--- src/verilog/pct_pkg.sv ---
// Summary of operation
// RULE1: Minimum grant byte always reads three.
// RULE2: Interrupt pin byte reads one, read-only.
// RULE3: Interrupt routing byte read/write, resets to 0xFF.
// RULE4: Software writes controller input; device stores it.
// RULE5: Upper subsystem half writable, feeds product alias.
// RULE6: Lower subsystem half writable, feeds maker alias.
// RULE7: Firmware may preload subsystem codes before enumeration.
// RULE8: Major revision one; top byte reads zero.
// RULE9: Minor revision field reads zero.
// RULE10: Following entry pointer reads zero, last entry.
// RULE11: Capability type byte reads 0x02.
// RULE12: List pointer reads 0x44, zero unstrapped.
// RULE13: Read-only writes ignored; byte enables limit writes.
`default_nettype none

package pct_pkg;

  typedef logic [7:0] pct_byte_t;

  ////////////////////////////////////////////////////////////////////////
  // Byte offsets in configuration space
  localparam logic [7:0] OFF_ALIAS_SUBSYS = 8'h2C;
  localparam logic [7:0] OFF_CAP_LIST_PTR = 8'h34;
  localparam logic [7:0] OFF_IRQ_ROUTE = 8'h3C;
  localparam logic [7:0] OFF_IRQ_PIN = 8'h3D;
  localparam logic [7:0] OFF_MIN_GRANT = 8'h3E;
  localparam logic [7:0] OFF_MAX_LAT = 8'h3F;
  localparam logic [7:0] OFF_WR_SUBSYS = 8'h40;
  localparam logic [7:0] OFF_CAP_HDR = 8'h44;

  ////////////////////////////////////////////////////////////////////////
  // Burst timing, in units of the grant quantum
  localparam int GRANT_UNIT_NS = 250;
  localparam int BURST_TIME_NS = 750;
  localparam pct_byte_t MIN_GRANT_VAL = 8'(BURST_TIME_NS / GRANT_UNIT_NS);
  localparam pct_byte_t MAX_LAT_VAL = 8'h01;

  ////////////////////////////////////////////////////////////////////////
  // Fixed and reset values
  localparam pct_byte_t IRQ_PIN_VAL = 8'h01;
  localparam pct_byte_t IRQ_ROUTE_RST = 8'hFF;
  localparam pct_byte_t SUBSYS_BYTE_RST = 8'h00;
  localparam logic [3:0] CAP_REV_MAJOR = 4'h1;
  localparam logic [3:0] CAP_REV_MINOR = 4'h0;
  localparam pct_byte_t CAP_HDR_RSVD = 8'h00;
  localparam pct_byte_t FOLLOWING_PTR_VAL = 8'h00;
  localparam pct_byte_t CAP_TYPE_VAL = 8'h02;
  localparam pct_byte_t CAP_LIST_PTR_VAL = OFF_CAP_HDR;
  localparam pct_byte_t CAP_LIST_PTR_NONE = 8'h00;
  localparam logic [23:0] PTR_RSVD = 24'h000000;
  localparam logic [31:0] DWORD_ZERO = 32'h00000000;
  localparam logic STRAP_RST = 1'b0;

endpackage

`default_nettype wire

--- src/verilog/pct_cfg_byte.sv ---
`default_nettype none

// One byte-lane of a read/write configuration field
module pct_cfg_byte #(
  parameter int WIDTH = 8,
  parameter logic [WIDTH-1:0] RST_VAL = '0
) (
  input wire logic clk,
  input wire logic rst_n,
  input wire logic ce,
  input wire logic wrEn,
  input wire logic [WIDTH-1:0] wrData,
  output logic [WIDTH-1:0] value_r
);

  wire logic [WIDTH-1:0] value_nxt;

  assign value_nxt = wrEn ? wrData : value_r;

  always_ff @(posedge clk) begin
    if (!rst_n) begin
      value_r <= RST_VAL;
    end else if (ce) begin
      value_r <= value_nxt;
    end
  end

endmodule

`default_nettype wire

--- src/verilog/pct_level_sync.sv ---
`default_nettype none

// Two-stage synchroniser for a level from a pin
module pct_level_sync #(
  parameter logic RST_VAL = 1'b0
) (
  input wire logic clk,
  input wire logic rst_n,
  input wire logic ce,
  input wire logic asyncIn,
  output logic syncOut_r
);

  logic stage1_r;

  always_ff @(posedge clk) begin
    if (!rst_n) begin
      stage1_r <= RST_VAL;
      syncOut_r <= RST_VAL;
    end else if (ce) begin
      stage1_r <= asyncIn;
      syncOut_r <= stage1_r;
    end
  end

endmodule

`default_nettype wire

--- src/verilog/pct_cfg_tail.sv ---
`default_nettype none

module pct_cfg_tail (
  input wire logic clk,
  input wire logic rst_n,
  input wire logic ce,
  input wire logic cfgReq,
  input wire logic cfgWrite,
  input wire logic [7:0] cfgAddr,
  input wire logic [3:0] cfgByteEn,
  input wire logic [31:0] cfgWrData,
  input wire logic graphicsPortStrap,
  output logic cfgAck_r,
  output logic cfgHit_r,
  output logic [31:0] cfgRdData_r,
  output pct_pkg::pct_byte_t irqRouteNumber,
  output logic [15:0] boardProductCodeField,
  output logic [15:0] boardMakerCodeField,
  output pct_pkg::pct_byte_t capabilityListPointer_r
);

  import pct_pkg::*;

  ////////////////////////////////////////////////////////////////////////
  // Request and address decode

  wire logic reqTaken;
  wire logic rdTaken;
  wire logic wrTaken;
  wire logic [5:0] dwordIdx;
  wire logic hitAlias;
  wire logic hitCapPtr;
  wire logic hitIrq;
  wire logic hitWrSubsys;
  wire logic hitCapHdr;
  wire logic hitAny;

  assign reqTaken = cfgReq && ce;
  assign rdTaken = reqTaken && !cfgWrite;
  assign wrTaken = reqTaken && cfgWrite;
  // Lane bits of the address are ignored; byte enables pick lanes
  assign dwordIdx = cfgAddr[7:2];
  assign hitAlias = dwordIdx == OFF_ALIAS_SUBSYS[7:2];
  assign hitCapPtr = dwordIdx == OFF_CAP_LIST_PTR[7:2];
  assign hitIrq = dwordIdx == OFF_IRQ_ROUTE[7:2];
  assign hitWrSubsys = dwordIdx == OFF_WR_SUBSYS[7:2];
  assign hitCapHdr = dwordIdx == OFF_CAP_HDR[7:2];
  assign hitAny = hitAlias || hitCapPtr || hitIrq || hitWrSubsys || hitCapHdr;

  ////////////////////////////////////////////////////////////////////////
  // Write strobes, one per writable byte lane

  wire logic irqWrEn;
  wire logic [3:0] subsysWrEn;

  assign irqWrEn = wrTaken && hitIrq && cfgByteEn[OFF_IRQ_ROUTE[1:0]]; // RULE3 RULE13
  assign subsysWrEn = {4{wrTaken && hitWrSubsys}} & cfgByteEn; // RULE13

  ////////////////////////////////////////////////////////////////////////
  // Writable fields

  pct_cfg_byte #(
    .WIDTH(8),
    .RST_VAL(IRQ_ROUTE_RST)
  ) u_irq_route (
    .clk(clk),
    .rst_n(rst_n),
    .ce(ce),
    .wrEn(irqWrEn),
    .wrData(cfgWrData[7:0]),
    .value_r(irqRouteNumber)
  ); // RULE3

  wire logic [31:0] subsysWord;

  genvar lane;
  generate
    for (lane = 0; lane < 4; lane++) begin : g_subsys
      pct_cfg_byte #(
        .WIDTH(8),
        .RST_VAL(SUBSYS_BYTE_RST)
      ) u_subsys_byte (
        .clk(clk),
        .rst_n(rst_n),
        .ce(ce),
        .wrEn(subsysWrEn[lane]),
        .wrData(cfgWrData[lane*8 +: 8]),
        .value_r(subsysWord[lane*8 +: 8])
      ); // RULE5 RULE6
    end
  endgenerate

  assign boardProductCodeField = subsysWord[31:16]; // RULE5
  assign boardMakerCodeField = subsysWord[15:0]; // RULE6

  ////////////////////////////////////////////////////////////////////////
  // Graphics-port strap and capability list pointer

  wire logic strapSync;
  pct_byte_t capPtr_nxt;

  pct_level_sync #(
    .RST_VAL(STRAP_RST)
  ) u_strap_sync (
    .clk(clk),
    .rst_n(rst_n),
    .ce(ce),
    .asyncIn(graphicsPortStrap),
    .syncOut_r(strapSync)
  );

  assign capPtr_nxt = strapSync ? CAP_LIST_PTR_VAL : CAP_LIST_PTR_NONE; // RULE12

  always_ff @(posedge clk) begin
    if (!rst_n) begin
      capabilityListPointer_r <= CAP_LIST_PTR_NONE;
    end else if (ce) begin
      capabilityListPointer_r <= capPtr_nxt;
    end
  end

  ////////////////////////////////////////////////////////////////////////
  // Read data assembly

  wire logic [31:0] irqDword;
  wire logic [31:0] capHdrDword;
  wire logic [31:0] capPtrDword;
  wire logic [31:0] rdWord;

  assign irqDword = {MAX_LAT_VAL, MIN_GRANT_VAL, IRQ_PIN_VAL, irqRouteNumber}; // RULE1 RULE2
  assign capHdrDword = {CAP_HDR_RSVD, CAP_REV_MAJOR, CAP_REV_MINOR,
                        FOLLOWING_PTR_VAL, CAP_TYPE_VAL}; // RULE8 RULE9 RULE10 RULE11
  assign capPtrDword = {PTR_RSVD, capabilityListPointer_r}; // RULE12
  assign rdWord = hitIrq ? irqDword :
                  hitWrSubsys ? subsysWord :
                  hitAlias ? subsysWord :
                  hitCapHdr ? capHdrDword :
                  hitCapPtr ? capPtrDword :
                  DWORD_ZERO;

  ////////////////////////////////////////////////////////////////////////
  // Answer registers, one cycle after the request

  wire logic [31:0] rdData_nxt;
  wire logic hit_nxt;

  assign rdData_nxt = rdTaken ? rdWord : DWORD_ZERO;
  assign hit_nxt = reqTaken && hitAny;

  always_ff @(posedge clk) begin
    if (!rst_n) begin
      cfgAck_r <= 1'b0;
      cfgHit_r <= 1'b0;
      cfgRdData_r <= DWORD_ZERO;
    end else if (ce) begin
      cfgAck_r <= cfgReq;
      cfgHit_r <= hit_nxt;
      cfgRdData_r <= rdData_nxt;
    end
  end
endmodule

`default_nettype wire

--- config.mk ---
export PLATFORM = sky130hd
export DESIGN_NAME = pct_cfg_tail
export DESIGN_NICKNAME = d
export VERILOG_FILES = /design/src/verilog/pct_pkg.sv /design/src/verilog/pct_cfg_byte.sv /design/src/verilog/pct_level_sync.sv /design/src/verilog/pct_cfg_tail.sv
export SDC_FILE = /design/constraint.sdc
export NUM_CORES = 1
export LEC_CHECK = 0
export ABC_AREA = 1
export ABC_CLOCK_PERIOD_IN_PS = 2900
export BUFFER_PORTS_ARGS = -buffer_cell sky130_fd_sc_hd__buf_2
export CAP_MARGIN = 0
export CORE_MARGIN = 1.5
export CORE_UTILIZATION = 35
export CTS_CLUSTER_DIAMETER = 80
export DETAILED_ROUTE_END_ITERATION = 8
export PLACE_DENSITY = 0.57
export SETUP_SLACK_MARGIN = 0.05
export SYNTH_ARGS = -nofsm -noshare
export SYNTH_HDL_FRONTEND = slang
export SYNTH_SLANG_ARGS = --single-unit
--- constraint.sdc ---
create_clock -name clk -period 2.9 [get_ports clk]
set_input_delay 0.29 -clock clk [delete_from_list [all_inputs] [get_ports clk]]
set_output_delay 0.29 -clock clk [all_outputs]
set_load 0.02 [all_outputs]
# After elaboration in Yosys (flattened, before gate mapping)

Index checks and enable logic that the tools add are counted.

$add $sub $neg: 0
Multiply operators: 0
Div/mod/pow operators: 0
$lt $le $gt $ge: 0
Eq/ne operators: 5
Shift operators: 0
Muxes and demuxes: 7
Bitwise gates (word level): 1
Reductions and logical operators: 17

Operators with widths:

| cell                 | count |
|---|---|
| $mux W32             | 4 |
| $mux W21             | 1 |
| $eq A6 B4 Y1 const B | 3 |
| $eq A6 B5 Y1 const B | 2 |
| $reduce_and A2 Y1    | 5 |
| $mux W8              | 1 |
| $logic_and A1 B1 Y1  | 7 |
| $mux W7              | 1 |
| $and A4 B4 Y4        | 1 |
| $logic_or A1 B1 Y1   | 4 |
| $logic_not A1 Y1     | 1 |

Register bits after elaboration: 84
Latch bits: 0
Bits in writable memories: 0
Memory bits (read-only): 0
Bits of input ports: 50
Output and inout bits: 82
Logic and storage cells: 41
Memories kept: 0

# Depth between registers and ports, before layout

Gate-level depths: netlist of the first run.

Depth in word-level cells: 7
Gate-level depth with buffers: 9
Gate-level depth less buffers: 9

# Modules after synthesis

From an unflattened synthesis of the first run, not the netlist that was laid out.

Cell total of the unflattened synthesis: 489
Area, all modules: 3395.8 µm²

By module, submodules not included:

| module                                       | times used | cells an instance | area each (µm²) | sequential area each (µm²) |
|---|---|---|---|---|
| pct_cfg_tail                                 | 1          | 237               | 1607.8          | 700.7 |
| pct_cfg_byte (g_subsys[0].u_subsys_byte ...) | 4          | 51                | 347.8           | 160.2 |
| pct_cfg_byte (u_irq_route)                   | 1          | 36                | 316.6           | 160.2 |
| pct_level_sync                               | 1          | 12                | 80.1            | 40.0 |

# Worst setup path before layout of the first run

Ideal clock, no wire load.

Path type: input to register
Start point: input port cfgAddr[3]
End point: register g_subsys[1].u_subsys_byte.value_r[5]
Setup time: 140 ps
Arrival: 1064 ps
Required time: 2760 ps
Path slack: 1696 ps
Stages: 6
Path buffers: 0
Cells stage by stage: nor2_1 nand3_4 nor2_8 nand2_1 nand2_1 a21oi_1

Longest elaborated chain between the ends: 4

Ends and longest elaborated chain:

| item                               | line               | source |
|---|---|---|
| from (decl)                        | pct_cfg_tail.sv:9  | `input wire logic [7:0] cfgAddr,` |
| $eq A6 B5 Y1                       | pct_cfg_tail.sv:46 | `assign hitWrSubsys = dwordIdx == OFF_WR_SUBSYS[7:2];` |
| $logic_and A1 B1 Y1                | pct_cfg_tail.sv:57 | `assign subsysWrEn = {4{wrTaken && hitWrSubsys}} & cfgByteEn;` |
| $and A4 B4 Y4                      | pct_cfg_tail.sv:57 |  |
| $reduce_and A2 Y1 (no source line) | -                  |  |
| to (signal assigned)               | pct_cfg_byte.sv:24 | `value_r <= value_nxt;` |
| to (decl)                          | pct_cfg_byte.sv:13 | `output logic [WIDTH-1:0] value_r` |

Every way passes these cells.
A chain may end at the register's enable or synchronous reset.

# Final worst setup path of the first run

Start point: input port cfgAddr[7]
End point: register u_irq_route.value_r[6]

Longest elaborated chain between the ends: 4

Ends and longest elaborated chain:

| item                               | line               | source |
|---|---|---|
| $eq A6 B4 Y1                       | pct_cfg_tail.sv:45 | `assign hitIrq = dwordIdx == OFF_IRQ_ROUTE[7:2];` |
| $logic_and A1 B1 Y1 (2 in series)  | pct_cfg_tail.sv:56 | `assign irqWrEn = wrTaken && hitIrq && cfgByteEn[OFF_IRQ_ROUTE[1:0]];` |
| $reduce_and A2 Y1 (no source line) | -                  |  |
| to (signal assigned)               | pct_cfg_byte.sv:24 |  |
| to (decl)                          | pct_cfg_byte.sv:13 |  |

Every way passes these cells.

==> reports/summary.txt, run 1 <==
Outcome = finished, violations left
Failing checks = design-rule violations
Type of origin of the critical path = input port
Max Slew Vio Count = 0
Vias in the first global route = 2869
Synth top cells by count = nand2_1 (111), dfxtp_1 (77), a21oi_1 (61)
Core area = 0.00881 mm2
WS Path Type = input port to flop
Post-CTS setup buffer count = 0
Row Count = 34
CP Capture Type = flop
Post-route ant nets = 0
Post-route setup slack = 1270 ps
Syn Area/Cell = 7.90 um2
WL final = 8620 um
Setup TNS = 0 ps
N_diodes = 0
Mapped Area = 0.00321 mm2
Worst-path maximum fanout = 16
Synth unique cells = 27
Iteration-0 DRC Markers = 118
Slew @ Worst Pin = 687 ps
Residual DRC = 12
Min cycle time layout = 1630 ps
Cells after DPL = 612
Synthesis-to-layout area growth = 24.6%
Iteration count of the initial detailed-routing pass = 9
Initial Util = 36.4%
Total power = 2.08 mW
Fraction of layout cells with a size suffix above 1 = 32.3%
Final nets = 565
Chip width = 98.8 um
CTS Buffer Depth = 2
Number of max-cap violations = 0
DP Area = 0.00378 mm2
Wire per inst = 13.7 um
Port bufs = 123
Post-synth top area share = 48.0%
Number of synthesized flops with an enable pin = 0
Syn. warnings = 0
CTS root buf = clkbuf_8
Max VDD drop = 232 uV
Top-count cell post-synth = nand2_1
Post-synthesis sequential area ratio = 48.0%
Hold slack = 158 ps
Register area = 0.00154 mm2
Asr flop ratio synth = 0%
Lkg Pwr = 1.86 nW
Clk Latency, worst-skew pair = 350 ps
RSZ-0062 raised after global routing = false
Die height = 98.8 um
GR Overflow Total = 0
Critical hold path startpoint = graphicsPortStrap
First-pass GRT wire length = 13900 um
Worst r2r src = capabilityListPointer_r[2]$_SDFFE_PN0P_
Worst min path class = input port to flop
Worst setup startpoint = cfgAddr[7]
Crit share post-route = 56.1%
Area leader, netlist = dfxtp_1
Final Skew = 8.89 ps
Post-placement worst setup slack = 896 ps
Vias per cell = 4.81
Via count = 3022
Critical path required time = 3110 ps
Post-layout util = 45.4%
Post-Syn Instances = 406
Final instance area = 0.00400 mm2
Fillers = 911
PwrDens = 521 mW/mm2
Non-Filler Instances = 628
Setup violations, final = 0
Clk sinks = 77
H-tree depth = 3
Ports = 132
Dpl hpwl = 5790 um
Main synth FF type = dfxtp_1
Seq cells post-synth = 77
Leading post-synthesis cells by cell area = dfxtp_1 (48%), nand2_1 (13%), a21oi_1 (9.5%), nand3_1 (7.2%), o211ai_2 (3.1%)
Fmax = 615 MHz
DIE AREA = 0.00975 mm2
CTS buffer count = 9
Slew headroom = 54.1%
RePlAce Congestion = 0.770
Worst path arrival time = 1840 ps
Fin. Hold Viols = 0
Initial antenna violation count = 0
Tot GR Track Use = 18.0%
CTS tree = done
Cts hold-fix bufs = 0
Post-CTS sizing = 0
Largest net degree at the start of global routing = 38
Worst-path clk slew = 80 ps
Area of the multi-input gates = 0.00139 mm2
## sequential cells by signal (all words and copies together) (netlist names)
name                            cells
capabilityListPointer_r             1
cfgAck_r                            1
cfgHit_r                            1
cfgRdData_r                        32
g_subsys.u_subsys_byte.value_r     32
u_irq_route.value_r                 8
u_strap_sync.stage1_r               1
u_strap_sync.syncOut_r              1
## power by group
group          total (mW)  switching (mW)  leakage [nW]  internal [mW]
Clock               0.895           0.406         0.100          0.489
Combinational       0.125          0.0872          1.14         0.0377
Sequential           1.06         0.00259         0.621           1.06
Total                2.08           0.496          1.86           1.59
## worst paths after layout
path	endpoint	cells after the start	slack [ps]
worst max-delay path	u_irq_route.value_r[6]$_SDFFE_PN1P_	7	1270
worst min-delay path	u_strap_sync.stage1_r$_SDFFE_PN0P_	3	160
worst max register to register	cfgRdData_r[6]$_SDFFE_PN0P_	4	2050
worst min register to register	cfgRdData_r[31]$_SDFFE_PN0P_	2	470
## worst max-delay path, stage by stage
cell and delay, ps:
buf_2 110, nor2_1 170, nand4_1 560, nor2_1 320, inv_2 190, nand2_1 110, o211ai_2 70
## layout make-up
cell class	instances	share of cell area, %
clock buffer	11	3.29
clock inverter	5	2.10
inverter	22	2.19
multi-input combinational	280	34.7
sequential	77	38.6
tap	108	3.38
timing repair buffer	125	15.8
## layer usage
| metal | share of wire (%) | GRT usage [%] |
|---|---|---|
| met3 | 6.9 | 5.74 |
| met5 | 0 | 0 |
| met1 | 46 | 22.5 |
| met2 | 47 | 29.1 |
| met4 | 0.75 | 6.37 |
## placed cells by master (no fill, tap or decap), drive strengths merged
cell type / synthesis / layout
o211ai: 8 / 8
bufinv: 0 / 2
or2: 1 / 1
nand3: 48 / 48
buf: 24 / 125
conb: 1 / 6
clkbuf: 8 / 11
dfxtp: 77 / 77
clkinv: 1 / 1
nand2: 115 / 115
o21ai: 17 / 17
inv: 21 / 22
a21oi: 66 / 66
nand4: 2 / 2
clkinvlp: 0 / 2
nor2: 17 / 17
## cells by family (layout without fill, tap and decap cells)
logic type,count (synthesis),after routing,synth area share (%)
simple gates,183,183,25.9
compound gates,91,91,16.6
flops,77,77,48.0
buf+inv,54,163,9.32
other cells,1,6,0.117
Note: power is estimated with default switching activity, not from simulation.
==> run 2, diff against run 1 <==
- ABC_CLOCK_PERIOD_IN_PS: 2900 -> 1700
- clock period: 2.9 -> 1.7 ns (I/O delays scaled with it)
==> run 2 against run 1 <==
  * The flow still finishes with violations (design-rule violations)
  * Global-route usage fell by 0.071 points
  * Die area is the same
  * Sequential cell count unchanged
  * Clock power is 51% higher
  * Sequential power increased by 71%
  * Combinational power up 79%
  * Core utilization is 0.43 points higher
  * Worst setup slack worse by 700 ps
  * First-iteration DRC count shrank 18%
  * Hold slack got worse by 110 ps
  * Clock skew fell by 1.6 ps
  * Clock-buffer cell count unchanged
  * Largest power group unchanged
==> reports/summary.txt, run 2 (synthesis results as in run 1) <==
Outcome = finished, violations left
Failing checks = design-rule violations
Reg power frac = 53.6%
Post-CTS setup buffer count = 0
CTS Buffer Depth = 2
DIE AREA = 0.00975 mm2
Row Count = 34
Initial antenna violation count = 0
Critical hold path startpoint = graphicsPortStrap
Vias in the first global route = 2908
Hold EP = u_strap_sync.stage1_r$_SDFFE_PN0P_
Port bufs = 123
Slew headroom = 66.0%
Power Internal = 2.59 mW
Worst min path class = input port to flop
Type of origin of the critical path = input port
Worst-path clk slew = 80 ps
DP Area = 0.00384 mm2
R2R Path End = cfgRdData_r[6]$_SDFFE_PN0P_
Clk Latency, worst-skew pair = 340 ps
First-pass GRT wire length = 14100 um
Vias per cell = 4.78
Via count = 3022
N_diodes = 0
RSZ-0062 raised after global routing = false
Chip width = 98.8 um
Iteration count of the initial detailed-routing pass = 7
Area of the multi-input gates = 0.00139 mm2
Final nets = 570
Cts hold-fix bufs = 0
Final instance area = 0.00404 mm2
Post-placement worst setup slack = 202 ps
Hold slack = 51.2 ps
Number of max-cap violations = 0
Register area = 0.00154 mm2
Critical path required time = 1910 ps
CTS root buf = clkbuf_8
Initial Util = 36.4%
Worst hold stages = 3
Total power = 3.39 mW
Final Skew = 7.25 ps
Clk sinks = 77
Setup violations, final = 0
CP Capture Type = flop
Crit share post-route = 66.4%
Commonest non-fill, non-tap cell in the layout = buf_2
Dpl hpwl = 5960 um
CTS buffer count = 9
Clock network fraction of total power = 39.8%
Wire per inst = 13.5 um
Post-CTS sizing = 0
PwrDens = 839 mW/mm2
Worst-path maximum fanout = 17
Worst path arrival time = 1340 ps
Sw Pwr = 0.792 mW
WL met3 = 591 um
Fillers = 917
Core area = 0.00881 mm2
Synthesis-to-layout area growth = 25.7%
H-tree depth = 3
Worst r2r src = capabilityListPointer_r[2]$_SDFFE_PN0P_
Residual DRC = 12
Die height = 98.8 um
FF-to-FF path depth = 4
WL final = 8520 um
Lkg Pwr = 1.89 nW
RePlAce Congestion = 0.773
Commonest cells after routing, fill and taps aside = buf_2 (123), nand2_1 (111), dfxtp_1 (77)
Setup TNS = 0 ps
Max Slew Vio Count = 0
WS Path Type = input port to flop
CTS tree = done
Met2 WL = 4100 um
Largest registers = cfgRdData_r x32, g_subsys.u_subsys_byte.value_r x32, u_irq_route.value_r x8
Post-route ant nets = 0
Tot GR Track Use = 17.9%
Ports = 132
Comb pwr share = 6.6%
Post-route setup slack = 572 ps
R2R Setup Slk = 890 ps
Fraction of layout cells with a size suffix above 1 = 33.0%
Max Used Layer = met4
Iteration-0 DRC Markers = 97
Met1 WL = 3760 um
Min cycle time layout = 1130 ps
Fin. Hold Viols = 0
GR Overflow Total = 0
Max VDD drop = 509 uV
Largest net degree at the start of global routing = 41
Fmax = 886 MHz
Sw frac = 23.4%
Slew @ Worst Pin = 504 ps
run 2: stage by stage:
step,cells,util (%)
floorplan,411,-
global placement,617,43.7
detailed placement,617,43.7
CTS,632,45.8
global route,632,45.8
finish,632,45.8
run 2: final cells by class:
cell class	count	share of cell area (%)
tap	108	3.35
multi-input combinational	280	34.4
timing repair buffer	130	17.2
clock buffer	11	3.50
sequential	77	38.2
inverter	22	2.17
clock inverter	4	1.21
run 2: worst max-delay path by stage:
stage | cells past startpoint | slack, ps | endpoint | from
finish | 7 | 570 | g_subsys[3].u_subsys_byte.value_r[1]$_SDFFE_PN0P_ | cfgAddr[4]
detailed placement | 7 | 200 | g_subsys[3].u_subsys_byte.value_r[1]$_SDFFE_PN0P_ | cfgAddr[3]
CTS | 7 | 580 | g_subsys[3].u_subsys_byte.value_r[1]$_SDFFE_PN0P_ | cfgAddr[3]
global route | 8 | 500 | cfgRdData_r[6]$_SDFFE_PN0P_ | cfgAddr[4]
global placement | 9 | 250 | cfgRdData_r[1]$_SDFFE_PN0P_ | cfgAddr[3]
floorplan | 6 | 620 | g_subsys[1].u_subsys_byte.value_r[5]$_SDFFE_PN0P_ | cfgAddr[3]
run 2: metal layers:
metal | vias up | track usage (%)
li1 | 1544 | -
met2 | 78 | 30.5
met5 | - | 0
met1 | 1394 | 21.8
met3 | 6 | 6.17
met4 | 0 | 4.18
run 2: critical path, cell delays in order:
cell and delay, ps:
buf_2 120, nor2_2 180, nand3_4 160, nor2_8 260, nand2_1 260, nand2_1 120, a21oi_1 70
run 2: power groups by stage:
| stage | sequential [mW] | combinational, mW | clock, mW |
|---|---|---|---|
| 2_1_floorplan | 1.86 | 0.130 | 0 |
| 3_3_place_gp | 1.86 | 0.224 | 0 |
| 3_5_place_dp | 1.86 | 0.226 | 0 |
| 4_1_cts | 1.81 | 0.227 | 1.40 |
| 5_1_grt | 1.82 | 0.247 | 1.47 |
| 6_report | 1.81 | 0.224 | 1.35 |
==> run 3, diff against run 2 <==
- ABC_AREA: 1 -> 0
- ABC_CLOCK_PERIOD_IN_PS: 1700 -> 1100
- PLACE_DENSITY: 0.57 -> 0.56
- clock period: 1.7 -> 1.1 ns (I/O delays scaled with it)
==> run 3 against run 2 <==
  * The flow finishes with violations (negative setup slack)
  * Sequential power up 55%
  * Via count up 6.6%
  * Routed wire length up 17%
  * Combinational power rose to 2.5 times the previous value
  * Die area up 7.5%
  * Synthesized cell count down 11%
  * Clock skew up 1.5 ps
  * Synthesized area up 7.8%
  * Core utilization up 6.5 points
  * Critical endpoint unchanged
  * Highest routed layer unchanged
==> reports/summary.txt, run 3 <==
Outcome = finished, violations left
Failing checks = negative setup slack
WL met3 = 551 um
Final instance area = 0.00506 mm2
Worst-path maximum fanout = 8
Core area = 0.00968 mm2
Iteration count of the initial detailed-routing pass = 4
Fin. Hold Viols = 0
Largest family of logic cells by synthesized area = simple AND/OR/NAND/NOR gates
Hold slack = 17.2 ps
Setup violations, final = 20
Ports = 132
Commonest non-fill, non-tap cell in the layout = buf_2
Commonest cells after routing, fill and taps aside = buf_2 (100), nand2_1 (68), dfxtp_1 (68)
Seq cells post-synth = 77
Post-synth top area share = 44.6%
CTS Buffer Depth = 2
Syn Area/Cell = 9.58 um2
Main synth FF type = dfxtp_1
Synthesis-to-layout area growth = 46.5%
CTS root buf = clkbuf_8
Max Used Layer = met4
Post-synthesis sequential area ratio = 44.6%
Worst-path clk slew = 90 ps
Post-Syn Instances = 361
Iteration-0 DRC Markers = 132
Crit share post-route = 103%
Largest registers = cfgRdData_r x32, g_subsys.u_subsys_byte.value_r x32, u_irq_route.value_r x8
CP Capture Type = flop
Synth Area in Compound Gates = 15.2%
Non-Filler Instances = 663
Met1 WL = 4480 um
Met2 WL = 4770 um
RSZ-0062 raised after global routing = true
H-tree depth = 3
CTS tree = done
Mapped Area = 0.00346 mm2
Post-route setup slack = -32.8 ps
Number of synthesized flops with an enable pin = 0
Number of max-cap violations = 0
Largest net degree at the start of global routing = 62
Worst path arrival time = 1420 ps
RePlAce Congestion = 0.772
Vias in the first global route = 3147
Post-route ant nets = 0
Clk Latency, worst-skew pair = 360 ps
Worst r2r src = capabilityListPointer_r[2]$_SDFFE_PN0P_
DIE AREA = 0.0105 mm2
WL final = 9950 um
Die height = 102 um
Syn. warnings = 0
R2R Setup Slk = 120 ps
Critical path required time = 1380 ps
Initial Util = 35.7%
Lkg Pwr = 2.12 nW
Initial antenna violation count = 0
Row Count = 36
DP Area = 0.00447 mm2
Fraction of layout cells with a size suffix above 1 = 36.2%
Asr flop ratio synth = 0%
WS Path Type = input port to flop
FF-to-FF path depth = 3
PwrDens = 1110 mW/mm2
First-pass GRT wire length = 15700 um
Fillers = 923
Post-placement worst setup slack = -457 ps
Setup TNS = -275 ps
Min cycle time layout = 1130 ps
Hold EP = g_subsys[0].u_subsys_byte.value_r[2]$_SDFFE_PN0P_
Synth top cells by count = dfxtp_1 (77), nand2_1 (68), mux2i_1 (44)
GR Overflow Total = 0
Max VDD drop = 492 uV
Final Skew = 8.77 ps
Wire per inst = 15.0 um
Slew headroom = 66.3%
Type of origin of the critical path = input port
Worst min path class = input port to flop
Residual DRC = 0
Top-count cell post-synth = dfxtp_1
Dpl hpwl = 6890 um
Post-synthesis mux area share = 12.7%
Area leader, netlist = dfxtp_1
Synth Area in XOR/XNOR = 0%
Leading post-synthesis cells by cell area = dfxtp_1 (45%), mux2i_1 (13%), nand2_1 (7.4%), o2111ai_1 (4.8%), a21boi_0 (4.1%)
Via count = 3220
Chip width = 102 um
Tot GR Track Use = 19.5%
Slew @ Worst Pin = 505 ps
Worst hold stages = 3
Adder-cell area share of the yosys netlist = 0%
Clk sinks = 77
Post-Synth Simple-Gate Area = 22.6%
Cells after DPL = 618
Critical hold path startpoint = cfgWrData[2]
CTS buffer count = 9
Port bufs = 123
Post-CTS setup buffer count = 0
Vias per cell = 4.86
Max Slew Vio Count = 0
Fmax = 883 MHz
N_diodes = 0
Synth unique cells = 37
Final nets = 575
R2R Path End = cfgRdData_r[6]$_SDFFE_PN0P_
-- run 3: cell types whose count changed in the layout (fill, tap and decap cells not counted), sizes merged, moves of 22 or more --
cell and delta:
a21oi -66, mux2i +44, nand3 -46, nor2b +22
buf +24, nand2 -47, dlygate4sd3 +29
-- run 3: worst max path at each step --
| stage | start | end | slack (ps) | cells past startpoint |
|---|---|---|---|---|
| detailed placement | cfgAddr[6] | cfgRdData_r[5]$_SDFFE_PN0P_ | -460 | 6 |
| finish | cfgAddr[2] | g_subsys[3].u_subsys_byte.value_r[1]$_SDFFE_PN0P_ | -30 | 5 |
| global route | cfgAddr[2] | g_subsys[3].u_subsys_byte.value_r[7]$_SDFFE_PN0P_ | -80 | 5 |
| global placement | cfgAddr[6] | cfgRdData_r[3]$_SDFFE_PN0P_ | -430 | 6 |
| CTS | cfgAddr[2] | g_subsys[3].u_subsys_byte.value_r[1]$_SDFFE_PN0P_ | -20 | 5 |
| floorplan | cfgAddr[5] | g_subsys[3].u_subsys_byte.value_r[0]$_SDFFE_PN0P_ | -310 | 4 |
-- run 3: layer usage --
layer / GRT usage, % / up-vias
met3: 4.65 / 11
met4: 8.11 / 0
met1: 25.1 / 1520
li1: - / 1602
met5: 0 / -
met2: 31.4 / 87
-- run 3: power by group --
group	total [mW]	internal, mW	switching (mW)
combinational	0.563	0.279	0.285
sequential	2.80	2.79	0.00468
clock	2.28	1.17	1.11
-- run 3: stage by stage --
step | total power [mW] | utilization [%]
2_1_floorplan | 3.13 | -
3_3_place_gp | 3.33 | 46.2
3_5_place_dp | 3.34 | 46.2
4_1_cts | 5.71 | 51.7
5_1_grt | 5.85 | 52.3
6_report | 5.64 | 52.3
-- run 3: layout make-up --
cell class              count  area (um2)  share of cell area (%)
clock inverters             5        58.8                    1.16
flip-flops and latches     77        1550                    30.7
well taps                 133         166                    3.29
multi-input cells         254        1820                    35.8
clock buffers              11         151                    2.99
repair buffers            183        1320                    26.1
-- run 3: what timing repair did --
item	CTS	global route
hold buffers	29	0
gates cloned	0	0
endpoints found under the hold margin	29	0
pin swaps	1	2
setup endpoints to repair	48	65
resized for setup	11	24
-- run 3: kinds of logic after synthesis --
kind of cell,after synthesis
and+or+nand+nor,142
muxes,44
DFF,77
buffers and inverters,35
AOI/OAI and AO/OA,62
other,1
-- run 3: critical path: stages --
cell and delay, ps:
buf_6 90, or4b_4 650, nor3_4 190, buf_12 160
mux2i_1 200
